<file path="config.mk">
export PLATFORM = sky130hd
export DESIGN_NAME = four_level_interrupt_unit
export DESIGN_NICKNAME = d
export VERILOG_FILES = /design/src/common/intu_pkg.sv /design/src/hw/four_level_interrupt_unit.sv
export VERILOG_INCLUDE_DIRS = /design/src /design/src/common
export SDC_FILE = /design/constraint.sdc
export NUM_CORES = 1
export LEC_CHECK = 0
export ABC_AREA = 1
export BUFFER_PORTS_ARGS = -buffer_cell sky130_fd_sc_hd__buf_2
export CAP_MARGIN = 20
export CORE_MARGIN = 3
export CORE_UTILIZATION = 56
export CTS_BUF_LIST = sky130_fd_sc_hd__clkbuf_2
export DETAILED_ROUTE_END_ITERATION = 8
export HOLD_SLACK_MARGIN = 0.03
export PLACE_DENSITY = 0.91
export SYNTH_ARGS = -nofsm -noshare
export SYNTH_HDL_FRONTEND = slang
export SYNTH_SLANG_ARGS = --single-unit
</file>
<file path="constraint.sdc">
create_clock -name pclk -period 8.6 [get_ports pclk]
set_clock_uncertainty 0.1 [all_clocks]
set_input_delay 1.29 -clock pclk [delete_from_list [all_inputs] [get_ports pclk]]
set_output_delay 1.29 -clock pclk [all_outputs]
set_load 0.01 [all_outputs]
</file>
<file path="src/common/intu_consts.svh">
// register offsets, field positions, reset values of the interrupt unit
// assumes: included by the design file and the testbench
`ifndef INTU_CONSTS_SVH
`define INTU_CONSTS_SVH
`define OFF_TIMER_CONTROL 8'h00
`define OFF_SERIAL_FLAGS 8'h04
`define OFF_INT_ENABLE 8'h08
`define OFF_PRIO_LOW 8'h0c
`define OFF_PRIO_HIGH 8'h10
`define OFF_EVENT_STATUS 8'h14
`define OFF_EVENT_MASK 8'h18
`define OFF_CORE_STATE 8'h1c
`define TC_EDGE_LSB 0
`define TC_EXTF_LSB 2
`define TC_TMRF_LSB 4
`define SF_RX_BIT 0
`define SF_TX_BIT 1
`define SF_T2_BIT 2
`define IE_GLOBAL_BIT 7
`define CS_HOLD_BIT 4
`define PIN_IDLE 2'b11
`define SRC_EXT0 3'h0
`define SRC_TMR0 3'h1
`define SRC_EXT1 3'h2
`define SRC_TMR1 3'h3
`define SRC_SERIAL 3'h4
`define SRC_TIMER2 3'h5
`endif

</file>
<file path="src/common/intu_pkg.sv">
// types shared by the interrupt unit and its surroundings
// assumes: intu_consts.svh sits beside it
package intu_pkg;
    typedef logic [1:0] level_t;
    typedef struct packed {
        logic final_cycle;
        logic reti;
    } core_in_s;
    typedef struct packed {
        logic valid;
        logic [2:0] src;
    } vector_s;
    typedef struct packed {
        logic [1:0] pin_meta;
        logic [1:0] pin_sync;
        logic [1:0] pin_prev;
        logic [1:0] edge_sel;
        logic [1:0] ext_flag;
        logic [1:0] tmr_flag;
        logic rx_flag;
        logic tx_flag;
        logic t2_flag;
        logic [5:0] en;
        logic ea;
        logic [5:0] ip_lo;
        logic [5:0] ip_hi;
        logic [3:0] active;
        logic hold;
        vector_s vec;
        logic [5:0] status;
        logic [5:0] mask;
        logic [31:0] rdata;
        logic slverr;
    } state_s;
endpackage

</file>
<file path="src/hw/four_level_interrupt_unit.sv">
// four level interrupt unit: six sources, enables, priority, vectoring
// assumes: apb master on pclk; core gives final_cycle/reti on pclk;
// external request pins are asynchronous and active low
`timescale 1ns/100ps
`include "intu_consts.svh"

module four_level_interrupt_unit
    import intu_pkg::*;
(
    input wire logic pclk,
    input wire logic presetn,
    input wire logic ce,
    input wire logic [7:0] paddr,
    input wire logic psel,
    input wire logic penable,
    input wire logic pwrite,
    input wire logic [31:0] pwdata,
    output logic pready,
    output logic [31:0] prdata,
    output logic pslverr,
    input wire logic [1:0] ext_request_pin_n,
    input wire logic [1:0] tmr_overflow,
    input wire logic rx_done_set,
    input wire logic tx_done_set,
    input wire logic timer2_set,
    input wire core_in_s core,
    output vector_s vector_out,
    output logic [3:0] active_levels,
    output logic irq
);

    // ****************************************
    // state and helpers
    // ****************************************
    state_s st_reg;
    state_s st_next;
    logic [5:0] req;
    logic [2:0] win;
    level_t wlvl;
    level_t cur;
    logic found;
    logic take;
    logic wr;
    logic cfg_wr;
    logic better;

    function automatic logic hit(input logic [7:0] a,
                                 input logic [7:0] off);
        return a == off;
    endfunction

    function automatic level_t lvl(input state_s s, input int i);
        return {s.ip_hi[i], s.ip_lo[i]};
    endfunction

    // ****************************************
    // arbitration
    // ****************************************
    always_comb begin
        req[0] = st_reg.ext_flag[0];
        req[1] = st_reg.tmr_flag[0];
        req[2] = st_reg.ext_flag[1];
        req[3] = st_reg.tmr_flag[1];
        req[4] = st_reg.rx_flag | st_reg.tx_flag;
        req[5] = st_reg.t2_flag;
        req = req & st_reg.en & {6{st_reg.ea}};
        found = 1'b0;
        win = 3'h0;
        wlvl = 2'h0;
        for (int i = 0; i < 6; i++) begin
            if (req[i] && (!found || lvl(st_reg, i) > wlvl)) begin
                found = 1'b1;
                win = 3'(i);
                wlvl = lvl(st_reg, i);
            end
        end
        // cross check from the raw priority bit planes
        better = (|(req & st_reg.ip_hi & st_reg.ip_lo) && wlvl != 2'h3)
            || (|(req & st_reg.ip_hi & ~st_reg.ip_lo) && wlvl < 2'h2)
            || (|(req & ~st_reg.ip_hi & st_reg.ip_lo) && wlvl == 2'h0);
        if (st_reg.active[3]) begin
            cur = 2'h3;
        end else if (st_reg.active[2]) begin
            cur = 2'h2;
        end else if (st_reg.active[1]) begin
            cur = 2'h1;
        end else begin
            cur = 2'h0;
        end
    end

    assign wr = ce & psel & penable & pwrite;
    assign cfg_wr = wr & (hit(paddr, `OFF_INT_ENABLE)
        | hit(paddr, `OFF_PRIO_LOW) | hit(paddr, `OFF_PRIO_HIGH));

    assign take = ce & core.final_cycle & ~core.reti & ~cfg_wr
        & ~st_reg.hold & found
        & (~|st_reg.active | (wlvl > cur));

    // ****************************************
    // next state
    // ****************************************
    always_comb begin
        st_next = st_reg;
        if (ce) begin
            st_next.pin_meta = ext_request_pin_n;
            st_next.pin_sync = st_reg.pin_meta;
            st_next.pin_prev = st_reg.pin_sync;
            if (wr && hit(paddr, `OFF_TIMER_CONTROL)) begin
                st_next.edge_sel = pwdata[`TC_EDGE_LSB +: 2];
                st_next.ext_flag = pwdata[`TC_EXTF_LSB +: 2];
                st_next.tmr_flag = pwdata[`TC_TMRF_LSB +: 2];
            end
            if (wr && hit(paddr, `OFF_SERIAL_FLAGS)) begin
                st_next.rx_flag = pwdata[`SF_RX_BIT];
                st_next.tx_flag = pwdata[`SF_TX_BIT];
                st_next.t2_flag = pwdata[`SF_T2_BIT];
            end
            if (wr && hit(paddr, `OFF_INT_ENABLE)) begin
                st_next.en = pwdata[5:0];
                st_next.ea = pwdata[`IE_GLOBAL_BIT];
            end
            if (wr && hit(paddr, `OFF_PRIO_LOW)) begin
                st_next.ip_lo = pwdata[5:0];
            end
            if (wr && hit(paddr, `OFF_PRIO_HIGH)) begin
                st_next.ip_hi = pwdata[5:0];
            end
            if (wr && hit(paddr, `OFF_EVENT_STATUS)) begin
                st_next.status = st_reg.status & ~pwdata[5:0];
            end
            if (wr && hit(paddr, `OFF_EVENT_MASK)) begin
                st_next.mask = pwdata[5:0];
            end
            if (take) begin
                unique case (win)
                    `SRC_EXT0: begin
                        if (st_reg.edge_sel[0]) begin
                            st_next.ext_flag[0] = 1'b0;
                        end
                    end
                    `SRC_EXT1: begin
                        if (st_reg.edge_sel[1]) begin
                            st_next.ext_flag[1] = 1'b0;
                        end
                    end
                    `SRC_TMR0: st_next.tmr_flag[0] = 1'b0;
                    `SRC_TMR1: st_next.tmr_flag[1] = 1'b0;
                    default: ;
                endcase
            end
            st_next.tmr_flag = st_next.tmr_flag | tmr_overflow;
            if (rx_done_set) begin
                st_next.rx_flag = 1'b1;
            end
            if (tx_done_set) begin
                st_next.tx_flag = 1'b1;
            end
            if (timer2_set) begin
                st_next.t2_flag = 1'b1;
            end
            for (int i = 0; i < 2; i++) begin
                if (st_next.edge_sel[i]) begin
                    if (st_reg.pin_prev[i] && !st_reg.pin_sync[i]) begin
                        st_next.ext_flag[i] = 1'b1;
                    end
                end else begin
                    st_next.ext_flag[i] = ~st_reg.pin_sync[i];
                end
            end
            // routine nesting
            if (core.reti) begin
                if (st_reg.active[3]) begin
                    st_next.active[3] = 1'b0;
                end else if (st_reg.active[2]) begin
                    st_next.active[2] = 1'b0;
                end else if (st_reg.active[1]) begin
                    st_next.active[1] = 1'b0;
                end else begin
                    st_next.active[0] = 1'b0;
                end
            end
            if (take) begin
                st_next.active[wlvl] = 1'b1;
                st_next.status[win] = 1'b1;
            end
            // one more instruction after a config write
            if (cfg_wr) begin
                st_next.hold = 1'b1;
            end else if (core.final_cycle) begin
                st_next.hold = 1'b0;
            end
            st_next.vec.valid = take;
            st_next.vec.src = win;
            // read data captured in the setup phase
            if (psel && !penable) begin
                st_next.slverr = 1'b0;
                st_next.rdata = 32'h0;
                if (hit(paddr, `OFF_TIMER_CONTROL)) begin
                    st_next.rdata[5:0] = {st_reg.tmr_flag,
                        st_reg.ext_flag, st_reg.edge_sel};
                end else if (hit(paddr, `OFF_SERIAL_FLAGS)) begin
                    st_next.rdata[2:0] = {st_reg.t2_flag,
                        st_reg.tx_flag, st_reg.rx_flag};
                end else if (hit(paddr, `OFF_INT_ENABLE)) begin
                    st_next.rdata[7:0] = {st_reg.ea, 1'b0, st_reg.en};
                end else if (hit(paddr, `OFF_PRIO_LOW)) begin
                    st_next.rdata[5:0] = st_reg.ip_lo;
                end else if (hit(paddr, `OFF_PRIO_HIGH)) begin
                    st_next.rdata[5:0] = st_reg.ip_hi;
                end else if (hit(paddr, `OFF_EVENT_STATUS)) begin
                    st_next.rdata[5:0] = st_reg.status;
                end else if (hit(paddr, `OFF_EVENT_MASK)) begin
                    st_next.rdata[5:0] = st_reg.mask;
                end else if (hit(paddr, `OFF_CORE_STATE)) begin
                    st_next.rdata[4:0] = {st_reg.hold, st_reg.active};
                end else begin
                    st_next.slverr = 1'b1;
                end
            end
        end
    end

    // ****************************************
    // state register
    // ****************************************
    always_ff @(posedge pclk or negedge presetn) begin
        if (!presetn) begin
            st_reg <= '0;
            st_reg.pin_meta <= `PIN_IDLE;
            st_reg.pin_sync <= `PIN_IDLE;
            st_reg.pin_prev <= `PIN_IDLE;
        end else begin
            st_reg <= st_next;
        end
    end

    // ****************************************
    // outputs
    // ****************************************
    assign pready = ce;
    assign prdata = st_reg.rdata;
    assign pslverr = st_reg.slverr;
    assign vector_out = st_reg.vec;
    assign active_levels = st_reg.active;
    assign irq = |(st_reg.status & st_reg.mask);
endmodule // four_level_interrupt_unit

</file>
# Yosys cells after proc, flatten, opt, wreduce, memory -nomap -nowiden
# Index checks and enable logic that the tools add are counted.
# classes
magnitude_cmp	10
eq_ne	10
mux	73
n_bitwise	27
reduce_logical	48
# op_table
op	n
two-way mux 6 bit	10
two-way mux 1 bit	35
== test 8 x 5 -> 1 bit (second input constant)	4
AND 6 bit	4
two-way mux 2 bit	11
two-way mux 3 bit	7
two-way mux 4 bit	5
AND reduction 2 bit	9
logical AND 1 bit	17
== test 8 x 4 -> 1 bit (second input constant)	2
two-way mux 5 bit	3
> comparator 2 bit	6
AND 1 bit	10
logical NOT 1 bit	9
== test 8 x 3 -> 1 bit (second input constant)	1
logical NOT 8 bit	1
nonzero test 2 bit	4
== test 3 x 2 -> 1 bit (second input constant)	2
NOT 6 bit	1
bitwise OR 6 bit	1
OR reduction 6 bit	1
logical OR 1 bit	5
NOT 1 bit	5
less-than comparator 3 x 4 -> 1 bit (second input constant)	1
11 further kinds	14
# word_totals
reg_bits	64
input_bits	55
output_inout_bits	43
word_cells	189

# Depth between registers and ports, before layout
# logic_depth
depth_word	31
mapped_depth	60
mapped_depth_nobuf	60

# Least setup slack after synthesis
# No wires, ideal clock.
# synth_timing
path_type	register -> register
start	register st_reg[66] (netlist bit)
end	register st_reg (netlist bit active_levels[2])
setup_ns	0.065
t_arrival_ns	6.352
required_ns	8.435
slack_ns	2.083
stages_incl_launch_ff	59
path_buffers	1
period_less_slack_ns	6.517
cell_sequence	dfrtp_1 > nand3_1 > nor2_1 > inv_1 > ha_1 > nand2_1 > nand2_1 > nand2_1 > nand2_1 > nand2_1 > nand2_1 > nand2_1 > ha_1 > inv_1 > nor2_1 > o21ai_0 > nand2_1 > nand2_1 > [... 23 more ...] > nor2_1 > o21ai_0 > nand2_1 > nand2_1 > buf_2 > nand3_1 > nand2_1 > ha_1 > inv_1 > nor2_1 > o21ai_0 > a21oi_1 > o21ai_0 > a21oi_2 > inv_1 > nor2_1 > nand2_1 > nand2_1
# synth_between
elab_chain_len	28
word_cells_on_any_way	44
cone_classes	order compare (8); mux (15); bitwise (5); reduce/logical (16)
# synth_rtl
item	line	text
from (decl)	four_level_interrupt_unit.sv:35	state_s st_reg;
from (signal assigned)	four_level_interrupt_unit.sv:234	st_reg <= st_next;
AND 6 bit *	four_level_interrupt_unit.sv:66	req = req & st_reg.en & {6{st_reg.ea}};
two-way mux 2 bit or two-way mux 1 bit (tied branches)	four_level_interrupt_unit.sv:71	if (req[i] && (!found || lvl(st_reg, i) > wlvl)) begin
> comparator 2 bit or logical NOT 1 bit (tied branches)	four_level_interrupt_unit.sv:71	
logical OR 1 bit	four_level_interrupt_unit.sv:71	
logical AND 1 bit	four_level_interrupt_unit.sv:71	
two-way mux 2 bit or two-way mux 1 bit (tied branches)	four_level_interrupt_unit.sv:71	
> comparator 2 bit or logical NOT 1 bit (tied branches)	four_level_interrupt_unit.sv:71	
logical OR 1 bit	four_level_interrupt_unit.sv:71	
[... 12 more ...]	--	
logical AND 1 bit	four_level_interrupt_unit.sv:71	
two-way mux 2 bit	four_level_interrupt_unit.sv:71	
less-than comparator 2 x 3 -> 1 bit (implied by the code) or >= comparator 2 x 1 -> 1 bit (tied branches)	four_level_interrupt_unit.sv:184	st_next.active[wlvl] = 1'b1;
logical AND 1 bit (implied by the code)	four_level_interrupt_unit.sv:184	
two-way mux 1 bit (implied by the code)	four_level_interrupt_unit.sv:184	
demux 1 bit (select 2 bit)	four_level_interrupt_unit.sv:184	
bitwise OR 4 bit (no line)	--	
two-way mux 4 bit *	four_level_interrupt_unit.sv:183	if (take) begin
# Every way passes the cells marked *; elsewhere a longest branch is shown, timed or not.
# A chain may end at the register's enable or synchronous reset.

# Final worst setup path
# layout_timing
start	register st_reg[66] (netlist bit)
end	register st_reg[76] (netlist bit)
# layout_between
elab_chain_len	28
word_cells_on_any_way	47
cone_classes	order compare (6); eq/ne (1); mux (20); bitwise (5); reduce/logical (15)
# layout_rtl
item	line	text
AND 6 bit *	four_level_interrupt_unit.sv:66	
two-way mux 2 bit or two-way mux 1 bit (tied branches)	four_level_interrupt_unit.sv:71	
> comparator 2 bit or logical NOT 1 bit (tied branches)	four_level_interrupt_unit.sv:71	
logical OR 1 bit	four_level_interrupt_unit.sv:71	
logical AND 1 bit	four_level_interrupt_unit.sv:71	
two-way mux 2 bit or two-way mux 1 bit (tied branches)	four_level_interrupt_unit.sv:71	
> comparator 2 bit or logical NOT 1 bit (tied branches)	four_level_interrupt_unit.sv:71	
logical OR 1 bit	four_level_interrupt_unit.sv:71	
[... 12 more ...]	--	
logical AND 1 bit	four_level_interrupt_unit.sv:71	
two-way mux 2 bit	four_level_interrupt_unit.sv:71	
> comparator 2 bit	four_level_interrupt_unit.sv:98	& (~|st_reg.active | (wlvl > cur));
bitwise OR 1 bit	four_level_interrupt_unit.sv:98	
AND 1 bit	four_level_interrupt_unit.sv:98	
two-way mux 4 bit *	four_level_interrupt_unit.sv:135	if (take) begin
two-way mux 4 bit *	four_level_interrupt_unit.sv:105	if (ce) begin
bitwise OR 2 bit *	four_level_interrupt_unit.sv:152	st_next.tmr_flag = st_next.tmr_flag | tmr_overflow;
# Every way passes the cells marked *; elsewhere a longest branch is shown, timed or not. The select of a mux whose other input is x is not followed.

==> qor.txt <==
Status -> finished clean
Area share of the largest cell type after synthesis -> 0.3504
# rows -> 30
CTS tree -> done
Max reg flops -> 47
Min-delay src -> st_reg[86]
DRC -> 0
Total number of vias -> 3818
WP buf/inv -> 12
Min Hold Slack -> 0.3771 ns
CP top delay family -> simple AND/OR/NAND/NOR gates
Area of the multi-input gates -> 1933 µm²
Final Max Slew Viols -> 0
Netlist cell types -> 33
Sink Count -> 63
Post-route setup slack -> 0.6870 ns
Crit path largest cell delay -> 0.48 ns
Post-CTS Resized -> 0
Cts bufs inserted -> 9
Largest net degree at the start of global routing -> 64
Port Buffers -> 47
Initial antenna violation count -> 0
Crit share post-route -> 0.9201
Register area -> 1584 µm²
R2R Path Start -> st_reg[66]
Worst skew pair latency -> 0.56 ns
Register area share after synthesis -> 0.3892
Slew margin rel. -> 0.4648
Worst VDD drop -> 0.00009452 V
Area of the die -> 8327 µm²
Fillers -> 648
Slowest cell on the critical path -> dfrtp_1
Core area -> 6907 µm²
Die Wd -> 91.26 µm
Overflow left after global routing -> 0
Max Cap Viol -> 0
GPL Wtd Cong -> 0.9212
Worst Tran Pin Value -> 0.8028 ns
WL per Instance -> 14.84 µm
Fmax -> 126.4 MHz
Worst path arrival time -> 8.26 ns
Syn avg cell area -> 7.153 µm²
Static Leakage -> 2.390 nW
# H-tree levels -> 3
Max Buffers Root-to-Sink -> 2
Gr usage total -> 0.2568
Final setup fails -> 0
Synthesized cell area -> 4070 µm²
PD cells -> 122.9 nW/µm²
Share of cells above drive strength 1 -> 0.1414
Post-synth top area cell -> dfrtp_1
Syn Inst Count -> 569
Hold Fails Final Rpt -> 0
Routed WL -> 10.45 mm
Final ANT Viol Nets -> 0
Commonest non-fill, non-tap cell in the layout -> nand2_1
ANT cells -> 0
CP most frequent cell -> nand2_1
HP Class -> register to register
Final #Nets -> 670
Vias in the first global route -> 3570
CP Capture Type -> register
Post-place setup slack -> 0.7348 ns
Setup TNS -> 0 ns
Yosys warnings -> 0
Post-layout min period -> 7.913 ns
Yosys reg bits -> 63
Tot Pwr -> 522.6 µW
Worst Setup SP -> st_reg[66]
Starting DRT DRC Count -> 421
Setup slack, reg-to-reg -> 0.69 ns
Root buf cell -> clkbuf_2
Hpwl dp -> 7.883 mm
Top cells by area, synth -> dfrtp_1, nand2_1, buf_4
Setup CP Type -> register to register
Layout overhead on the synthesized area -> 4.488%
Drt pass-1 iters -> 5
I/O pin total -> 98
Worst EP required -> 8.94 ns
Initial core utilization -> 0.5893
Max FO, Critical Path -> 11
Die Height -> 91.26 µm
Most frequent cells in the layout -> nand2_1, inv_1, dfrtp_1, o21ai_0, buf_2
Clock-pin transition on the worst setup and hold timing paths -> 0.21 ns
Unrepaired setup endpoints after global routing -> no
First-pass GRT wire length -> 16.91 mm
Post-CTS Hold Fix Bufs -> 0
Via density -> 5.423
Crit start category -> register
Post-layout util -> 0.6158
-- tightest hold or removal path, cell delays in order, from the launching register on --
cell and delay (ns):
dfstp_2 0.40, nand2_1 0.05, nand2_1 0.04
-- synth_stat cells (all sizes together) --
cell and count:
nand2 176, buf 45, nand3 42, a31oi 2, or2 3, o21ai 64, o31ai 2, dfstp 6
nor4 1, a21oi 22, a22o 1, o22ai 1, nor3 6, dfrtp 57, nand4 11, inv 69
o211ai 5, clkbuf 8, ha 12, a221oi 1, clkinv 1, conb 1, nor2 33
-- routing by layer --
layer / part of all wire / track usage
met5: 0 / 0
met1: 0.40 / 0.3267
met2: 0.48 / 0.4218
met3: 0.095 / 0.04805
met4: 0.029 / 0.1206
-- timing repair --
| item | in CTS | in global routing |
|---|---|---|
| endpoints found under the hold margin | 0 | 0 |
| setup buffers | 0 | 2 |
| setup endpoints to repair | 0 | 10 |
-- stage by stage --
| step | instances | instance area [µm²] |
|---|---|---|
| after floorplan | 593 | 4160 |
| after global placement | 686 | 4158 |
| after detailed placement | 686 | 4158 |
| after CTS | 702 | 4238 |
| after global routing | 704 | 4253 |
| final | 704 | 4253 |
-- cell type report --
type | instances | area share
well taps | 96 | 0.02824
repair buffers | 52 | 0.06414
flip-flops and latches | 63 | 0.3725
clock inverters | 5 | 0.005884
multi-input cells | 407 | 0.4545
clock buffers | 11 | 0.01294
inverters | 70 | 0.06178
-- cells by family (layout without fill, tap and decap cells) --
group	after synthesis	after routing	share of synthesized area
and+or+nand+nor	272	272	0.2828
buffers and inverters	123	138	0.1580
AOI/OAI and AO/OA	98	98	0.1322
DFF	63	63	0.3892
adders and majority gates	12	12	0.03689
other	1	25	0.0009213
-- power breakdown --
part | total (mW) | internal [mW] | switching, mW
Clock | 0.149 | 0.0375 | 0.111
Sequential | 0.316 | 0.309 | 0.00704
Combinational | 0.0583 | 0.0178 | 0.0405
-- worst paths after layout --
check,end,cells past startpoint
max,st_reg[76],59
min,st_reg[86],2
max reg2reg,st_reg[76],59
min reg2reg,st_reg[86],2
max in group asynchronous,vector_out[1],2
min in group asynchronous,st_reg[71],2
(Power assumes the default switching activity.)
